**src/core/piso_pkg.sv**
```systemverilog
package piso_pkg;
   localparam int WORD_W = 16;
   localparam int TOP_BIT = 15;
   localparam int FIFO_DEPTH = 8;
   localparam int SYNC_STAGES = 3;
   localparam logic [15:0] REG_RESET = 16'h0000;

   typedef struct packed {
      logic [15:0] word;
   } word_t;

   typedef struct packed {
      logic cs_n;
      logic mode;
      logic serial_in;
      logic clk_pin;
   } pins_t;

   localparam pins_t PINS_IDLE = '{cs_n: 1'b1, mode: 1'b0, serial_in: 1'b0,
                                   clk_pin: 1'b0};
endpackage : piso_pkg

```
**src/core/piso_shift_register_16.sv**
```systemverilog
`timescale 1ns/10ps
// Contract
// - Sixteen edge-triggered stages, filled by word or bit, one output.
// - Mode high and selected: falling pin clock edge loads the next buffered word; with none buffered, word kept.
// - Mode low and selected: falling edge shifts up, serial bit enters.
// - Chip select high: clock edges ignored, word kept.
// - Stages change only on the falling edge of the pin clock.
// - Serial output always shows bit fifteen.
module piso_shift_register_16
   import piso_pkg::*;
(
   input wire logic clk_sys,
   input wire logic arst_n,
   input wire logic [15:0] parallel_word_in,
   input wire logic parallel_word_valid,
   output logic parallel_word_ready,
   input wire logic falling_edge_clock,
   input wire logic mode_load,
   input wire logic serial_in,
   input wire logic chip_select_n,
   output logic top_stage_bit,
   output logic word_consumed
);
   // ------------------------------------------------
   // Pin synchronisers
   // ------------------------------------------------
   // Keep the accepted level until stages two and three agree
   function automatic pins_t settle(pins_t newer, pins_t older, pins_t held);
      pins_t agree;
      agree = pins_t'(~(newer ^ older));
      settle = pins_t'((agree & newer) | (~agree & held));
   endfunction : settle

   pins_t pins_raw;
   pins_t s1_q;
   pins_t s2_q;
   pins_t s3_q;
   pins_t pin_q;
   pins_t pin_d;

   assign pins_raw = '{cs_n: chip_select_n, mode: mode_load,
                       serial_in: serial_in, clk_pin: falling_edge_clock};

   // First stage may go metastable; only the second reads it
   always_ff @(posedge clk_sys or negedge arst_n) begin
      if (!arst_n) begin
         s1_q <= PINS_IDLE;
      end else begin
         s1_q <= pins_raw;
      end
   end

   always_ff @(posedge clk_sys or negedge arst_n) begin
      if (!arst_n) begin
         s2_q <= PINS_IDLE;
      end else begin
         s2_q <= s1_q;
      end
   end

   always_ff @(posedge clk_sys or negedge arst_n) begin
      if (!arst_n) begin
         s3_q <= PINS_IDLE;
      end else begin
         s3_q <= s2_q;
      end
   end

   // A one-cycle glitch never reaches the register logic
   assign pin_d = settle(s2_q, s3_q, pin_q);

   // Pin clock idles low, so no false edge follows reset
   always_ff @(posedge clk_sys or negedge arst_n) begin
      if (!arst_n) begin
         pin_q <= PINS_IDLE;
      end else begin
         pin_q <= pin_d;
      end
   end

   // ------------------------------------------------
   // Pin decode
   // ------------------------------------------------
   word_t fifo_word;
   logic fifo_valid;

   wire clk_now = pin_d.clk_pin;
   wire clk_was = pin_q.clk_pin;
   wire bit_in = pin_d.serial_in;
   wire want_load = pin_d.mode;
   wire selected = !pin_d.cs_n;
   // Rising pin clock edges do nothing
   wire fall_ev = clk_was && !clk_now;
   wire act_ev = fall_ev && selected;
   // Load waits for a buffered word; with none, the edge holds the word
   wire load_ev = act_ev && want_load && fifo_valid;
   wire shift_ev = act_ev && !want_load;

   // ------------------------------------------------
   // Word buffer
   // ------------------------------------------------
   // Far side need not time its words to the pin clock
   word_fifo #(.WIDTH(WORD_W), .DEPTH(FIFO_DEPTH)) u_fifo (
      .clk_sys(clk_sys),
      .arst_n(arst_n),
      .in_data(parallel_word_in),
      .in_valid(parallel_word_valid),
      .in_ready(parallel_word_ready),
      .out_data(fifo_word),
      .out_valid(fifo_valid),
      .out_ready(load_ev)
   );

   // ------------------------------------------------
   // Shift register
   // ------------------------------------------------
   function automatic logic [15:0] shift_up(logic [15:0] word, logic fill);
      shift_up = {word[TOP_BIT-1:0], fill};
   endfunction : shift_up

   logic [15:0] stages_q;
   logic [15:0] stages_d;
   logic stage_en;

   assign stage_en = load_ev || shift_ev;
   assign stages_d = load_ev ? fifo_word.word : shift_up(stages_q, bit_in);

   // Contents left without reset on purpose
   always_ff @(posedge clk_sys) begin
      if (stage_en) begin
         stages_q <= stages_d;
      end
   end

   // ------------------------------------------------
   // Status outputs
   // ------------------------------------------------
   logic done_q;

   always_ff @(posedge clk_sys or negedge arst_n) begin
      if (!arst_n) begin
         done_q <= 1'b0;
      end else begin
         done_q <= load_ev;
      end
   end

   assign top_stage_bit = stages_q[TOP_BIT];
   assign word_consumed = done_q;
endmodule : piso_shift_register_16

```
**src/core/word_fifo.sv**
```systemverilog
`timescale 1ns/10ps
module word_fifo #(
   parameter int WIDTH = 16,
   parameter int DEPTH = 8
) (
   input wire logic clk_sys,
   input wire logic arst_n,
   input wire logic [WIDTH-1:0] in_data,
   input wire logic in_valid,
   output logic in_ready,
   output logic [WIDTH-1:0] out_data,
   output logic out_valid,
   input wire logic out_ready
);
   localparam int AW = $clog2(DEPTH);
   logic [WIDTH-1:0] mem [DEPTH];
   logic [AW-1:0] wr_q;
   logic [AW-1:0] rd_q;
   logic [AW:0] cnt_q;
   wire push = in_valid && in_ready;
   wire pop = out_valid && out_ready;

   assign in_ready = (cnt_q != (AW+1)'(DEPTH));
   assign out_valid = (cnt_q != '0);
   assign out_data = mem[rd_q];

   always_ff @(posedge clk_sys) begin
      if (push) begin
         mem[wr_q] <= in_data;
      end
   end

   always_ff @(posedge clk_sys or negedge arst_n) begin
      if (!arst_n) begin
         wr_q <= '0;
         rd_q <= '0;
         cnt_q <= '0;
      end else begin
         if (push) begin
            wr_q <= (wr_q == AW'(DEPTH-1)) ? '0 : wr_q + 1'b1;
         end
         if (pop) begin
            rd_q <= (rd_q == AW'(DEPTH-1)) ? '0 : rd_q + 1'b1;
         end
         cnt_q <= cnt_q + (AW+1)'(push) - (AW+1)'(pop);
      end
   end
endmodule : word_fifo

```
**config.mk**
```make
export PLATFORM = sky130hd
export DESIGN_NAME = piso_shift_register_16
export DESIGN_NICKNAME = d
export VERILOG_FILES = /design/src/core/piso_pkg.sv /design/src/core/piso_shift_register_16.sv /design/src/core/word_fifo.sv
export SDC_FILE = /design/constraint.sdc
export NUM_CORES = 1
export LEC_CHECK = 0
export CAP_MARGIN = 40
export CORE_MARGIN = 2
export CORE_UTILIZATION = 67
export DETAILED_ROUTE_END_ITERATION = 12
export DONT_BUFFER_PORTS = 1
export GPL_TIMING_DRIVEN = 1
export PLACE_DENSITY = 0.84
export SLEW_MARGIN = 0
export SYNTH_ARGS = -nofsm -noshare
export SYNTH_HDL_FRONTEND = slang
export SYNTH_SLANG_ARGS = --single-unit
```
**constraint.sdc**
```tcl
create_clock -name clk_sys -period 6.5 [get_ports clk_sys]
set_clock_uncertainty 0.2 [all_clocks]
set_input_delay 0 -clock clk_sys [delete_from_list [all_inputs] [get_ports clk_sys]]
set_output_delay 0 -clock clk_sys [all_outputs]
set_load 0.05 [all_outputs]
```
# After elaboration in Yosys (flattened, before gate mapping)
# Memory sizes are Yosys's and may differ from the RTL's.
# Index checks and enable logic that the tools add are counted.
# Widths: inputs -> output; s select.
# totals
regBits	43
mem_bits_rw	128
output_inout_bits	3
elab_cells	52
memories	1
# memory_table
memory	depth	word_bits	rd	rd_ports_with_merged_regs	wr	line	rtl
u_fifo.mem	8	16	1	0	1	word_fifo.sv:16	logic [WIDTH-1:0] mem [DEPTH];
# classes
addsub	4
eq_ne	3
mux	5
bitwise	6
reduce_logical	12
# op_table
op	n
$mux 16	1
$and 4x4->4	2
$not 4->4	2
$logic_and 1x1->1	7
$add 3x1->3 const B	2
$eq 3x3->1 const B	2
$mux 3	2
$add 4x1->4	1
$ne 4x4->1 const B	1
$or 4x4->4	1
$reduce_bool 4->1	1
$sub 4x1->4	1
$xor 4x4->4	1
$logic_not 1->1	3
$mux 1	2
$logic_or 1x1->1	1

# Logic depth before layout (Yosys ltp)
# depth
depth_word	12
ltp_mapped	11
depth_no_buf	10

# Modules after synthesis
# From an unflattened synthesis, not the netlist that was laid out.
# hier_totals
hier_cells	302
area_unflattened_um2	6786.5
# modules_own_cells
mod	n_inst	cells_per_inst	area_each_um2	seq_area_each_um2
word_fifo	1	243	5555.3	4093.9
piso_shift_register_16	1	59	1231.2	910.9

# Worst setup path after synthesis
# Ideal clock, no wire load.
# synth_timing
kind	register to register
startpoint	reg u_fifo.cnt_q[2]
endpoint	mem u_fifo.mem[0][0] (enable)
arrival_ns	3.128
required_ns	5.869
path_slack_ns	2.742
stages_incl_launch_ff	7
period_less_slack_ns	3.758
cell_sequence	dfrtp_1 > inv_1 > ha_1 > or3b_1 > clkbuf_1 > nand2_1 > nor4_1
# synth_between
elab_chain_len	4
# synth_lines
item	line	rtl
start, declared	word_fifo.sv:19	logic [AW:0] cnt_q;
start signal, assigned	word_fifo.sv:45	cnt_q <= cnt_q + (AW+1)'(push) - (AW+1)'(pop);
$ne 4x4->1	word_fifo.sv:23	assign in_ready = (cnt_q != (AW+1)'(DEPTH));
named net parallel_word_ready	piso_shift_register_16.sv:16	output logic parallel_word_ready,
$logic_and 1x1->1	word_fifo.sv:20	wire push = in_valid && in_ready;
$mux 1	word_fifo.sv:28	if (push) begin
$mux 1 (implied by the code)	word_fifo.sv:29	mem[wr_q] <= in_data;
end, declared	word_fifo.sv:16	
# The timed path passes the listed nets, and every way through them passes these cells.

# Worst setup path after layout
# layout_timing
startpoint	reg u_fifo.cnt_q[2]
endpoint	reg u_fifo.cnt_q[2]
# layout_between
elab_chain_len	4
# layout_lines
item	line
$ne 4x4->1 / $reduce_bool 4->1 (equally long branches)	word_fifo.sv:23, word_fifo.sv:24
$logic_and 1x1->1 (on tied branches)	word_fifo.sv:20, piso_shift_register_16.sv:96
$add 4x1->4 / $logic_and 1x1->1 (equally long branches)	word_fifo.sv:45, word_fifo.sv:21
$sub 4x1->4 (*)	word_fifo.sv:45
# Every way passes the cells marked *; elsewhere a longest branch is shown, timed or not.
# A chain may end at the register's enable or synchronous reset.

==> reports/qor.csv <==
stage,metric,value,unit
sta,slew_headroom,0.540,
final_layout,area_growth,16.3,%
hold_path,whs_path_depth,1,
yosys,synth_nets,336,
die,io_pins,26,
sta,max_freq,329,MHz
sta,worst_pin_slew,0.690,ns
die,core.rowCount,36,
clock_tree,clock_sinks,171,
global_route,grt_pass1_wl,19000,microns
run_status,status,"complete, no violations",
critical_path,critPathKind,flip-flop to flip-flop,
sta,final-max-slew-violation-count,0,
critical_path,r2r_slack,3.46,ns
yosys,synthArstFlopShare,0.158,
drt,vias_per_cell,6.05,
global_route,grt_max_degree,28,
flow_run,maxCapViolCount,0,
global_route,overflow,0,
die,die_y,104,microns
sta,rsz0062_at_grt,false,
sta,setup_violations,0,
clock_tree,cts_made_buffers,17,
die,die_area,10800,sq um
placement,place_area,6910,sq um
final_layout,fillers,475,
yosys,synth_cell_types,35,
yosys,netlist_top_cells_area,"edfxtp_1 (65%), dfrtp_1 (8.6%), mux4_2 (7.4%)",
final_layout,fin_area,7760,sq um
yosys,synthesis.area,6670,sq um
drt,vias,2999,
hold_path,hold_start,parallel_word_in[3],
final_layout,fin_cells,496,
clock_tree,post_cts_buffers,0,
critical_path,crit_required,6.72,ns
drt,initialDrtViolationCount,223,
power_and_ir_drop,ir_drop,0.000260,V
placement,routabilityCongestion,0.746,
die,die_w,104,microns
clock_tree,clock_latency,0.54,ns
critical_path,cp-start-kind,flip-flop,
yosys,yosys_most_used_dff,edfxtp_1,
yosys,syn_avg_cell_area,22.1,sq um
sta,fin_tns_setup,0,ns
critical_path,r2r-end,u_fifo.cnt_q[2],
clock_tree,cts-hold-fix-buffers,29,
global_route,antenna_found_initial,0,
yosys,synth-seq-cells,171,
hold_path,hp-class,input port to flip-flop,
clock_tree,clk_pin_slew,0.07,ns
critical_path,path_max_fanout,20,
yosys,synth_top_area_frac,0.648,
hold_path,min_to,u_fifo.mem[7][3],
die,initial_core_util,0.686,
sta,hold_viol,0,
yosys,synth_top_cell_by_area,edfxtp_1,
drt,ant_nets,0,
clock_tree,clk_path_buf_depth,2,
yosys,synth_cells,302,
die,core_area,9730,sq um
drt,routedWlPerCell,24.3,microns
sta,period_share,0.468,
placement,dp_hpwl,6130,microns
critical_path,worst-r2r-cell-count,10,
clock_tree,cts.root.buffer_cell,clkbuf_8,
drt,drc_errors,0,
clock_tree,post_cts_resized,0,
yosys,yosys_warnings,0,
final_layout,antenna_cells,0,
power_and_ir_drop,p_per_area,399,nW/um^2
sta,timing.final.crit_period,3.04,ns
global_route,grt_usage,0.251,
placement,port_buffers,0,
final_layout,drive_gt1_frac,0.303,
yosys,ys_seq_area_frac,0.750,
power_and_ir_drop,p_leak,2.68,nW
drt,wl,12100,microns
drt,drt_pre_antenna_iters,4,
critical_path,timing.rr.start,u_fifo.cnt_q[2],
placement,placed_cells,435,
critical_path,arrival,3.26,ns
global_route,grt_pass1_vias,3300,
final_layout,fin_nets,384,
clock_tree,cts_tree,done,
clock_tree,htree_levels,4,
yosys,synth_edf_count,144,
critical_path,endpoint_kind,flip-flop,
-- cells in the final DEF, fill, tap and decap left out, types with 2 or more instances in the layout --
master	instances
mux2_1	5
or3b_1	2
dfrtp_1	22
buf_4	11
dfstp_2	4
nor3_2	4
inv_6	3
inv_1	6
buf_12	3
a21o_1	2
ha_1	10
maj3_1	4
mux2_2	28
dlygate4sd3_1	27
xor2_1	2
clkinv_1	3
nor2_1	4
nand2_1	2
clkbuf_16	16
clkinv_2	2
nand2b_1	2
clkinv_4	4
edfxtp_1	144
mux2_4	4
mux4_1	10
mux4_2	22
-- layer usage --
metal	wire length (microns)	track usage
met3	705	0.0623
met5	0	0
met1	4780	0.327
met2	6370	0.411
met4	201	0.105
-- critical path, cell delays in order (launching register included) --
cell and delay [ns]:
dfrtp_1 0.36, inv_1 0.12, ha_1 0.17, nor3b_1 0.56, nor4b_4 0.10, buf_4 0.26, ha_1 0.33, inv_1 0.04
ha_1 0.21, fa_1 0.39, xor2_1 0.18
-- flip-flops by register name, indices dropped and copies added, names as in the netlist --
name,flops
s2_q,4
u_fifo.cnt_q,4
s1_q,4
u_fifo.wr_q,3
s3_q,4
u_fifo.mem,128
stages_q,16
pin_q,3
clk_was,1
u_fifo.rd_q,3
word_consumed,1
-- report_power, final --
| group | switching, W | internal, W |
|---|---|---|
| sequential | 0.000118 | 0.00136 |
| combinational | 0.000326 | 0.000376 |
| clock | 0.000408 | 0.000508 |
| total | 0.000852 | 0.00224 |
-- through the flow --
step / power (W) / hold WS, ns / util / setup WS, ns
floorplan: 0.00198 / -0.496 / - / 2.74
finish: 0.00310 / 0.0795 / 0.797 / 3.46
detailed placement: 0.00215 / -0.495 / 0.710 / 3.64
global placement: 0.00209 / -0.495 / 0.706 / 3.71
global route: 0.00323 / 0.0886 / 0.797 / 3.32
CTS: 0.00310 / 0.0629 / 0.797 / 3.55
-- worst max path at each step --
stage,startpoint,to,slack [ns],cells past startpoint
global placement,u_fifo.cnt_q[2],u_fifo.cnt_q[2],3.71,10
detailed placement,u_fifo.cnt_q[2],u_fifo.cnt_q[2],3.64,10
finish,u_fifo.cnt_q[2],u_fifo.cnt_q[2],3.46,10
global route,u_fifo.cnt_q[2],u_fifo.cnt_q[3],3.32,11
CTS,u_fifo.cnt_q[2],u_fifo.cnt_q[2],3.55,10
floorplan,u_fifo.cnt_q[2],u_fifo.mem[0][0],2.74,6
-- synthesized netlist by cell type, drive strengths merged, types with 2 or more instances --
cell type	number
dfstp	4
nand2	2
a21o	2
or3b	2
nor2	4
nor4b	2
nand2b	2
dfrtp	23
mux4	32
inv	7
edfxtp	144
xor2	2
nor3	4
maj3	4
mux2	37
buf	7
ha	10
clkbuf	6
-- logic make-up (layout without fill, tap and decap cells) --
| family | Yosys count | in the layout | synth area share |
|---|---|---|---|
| AO/OA/AOI/OAI | 4 | 4 | 0.00413 |
| flip-flops | 171 | 171 | 0.750 |
| XOR/XNOR | 2 | 2 | 0.00263 |
| multiplexers | 69 | 69 | 0.178 |
| AND/OR/NAND/NOR | 21 | 21 | 0.0197 |
| buffers and inverters | 20 | 81 | 0.0171 |
| adder cells (fa/ha/maj) | 15 | 15 | 0.0278 |
-- layout make-up --
| cell class | count | area, sq um | area share |
|---|---|---|---|
| Timing Repair Buffer | 42 | 428 | 0.0552 |
| Clock inverter | 14 | 120 | 0.0155 |
| Clock buffer | 18 | 418 | 0.0539 |
| Tap cell | 133 | 166 | 0.0215 |
| Sequential cell | 171 | 5010 | 0.645 |
| Inverter | 7 | 26.3 | 0.00339 |
| Multi-Input combinational cell | 111 | 1590 | 0.205 |
Note: power is estimated with default switching activity, not from simulation.
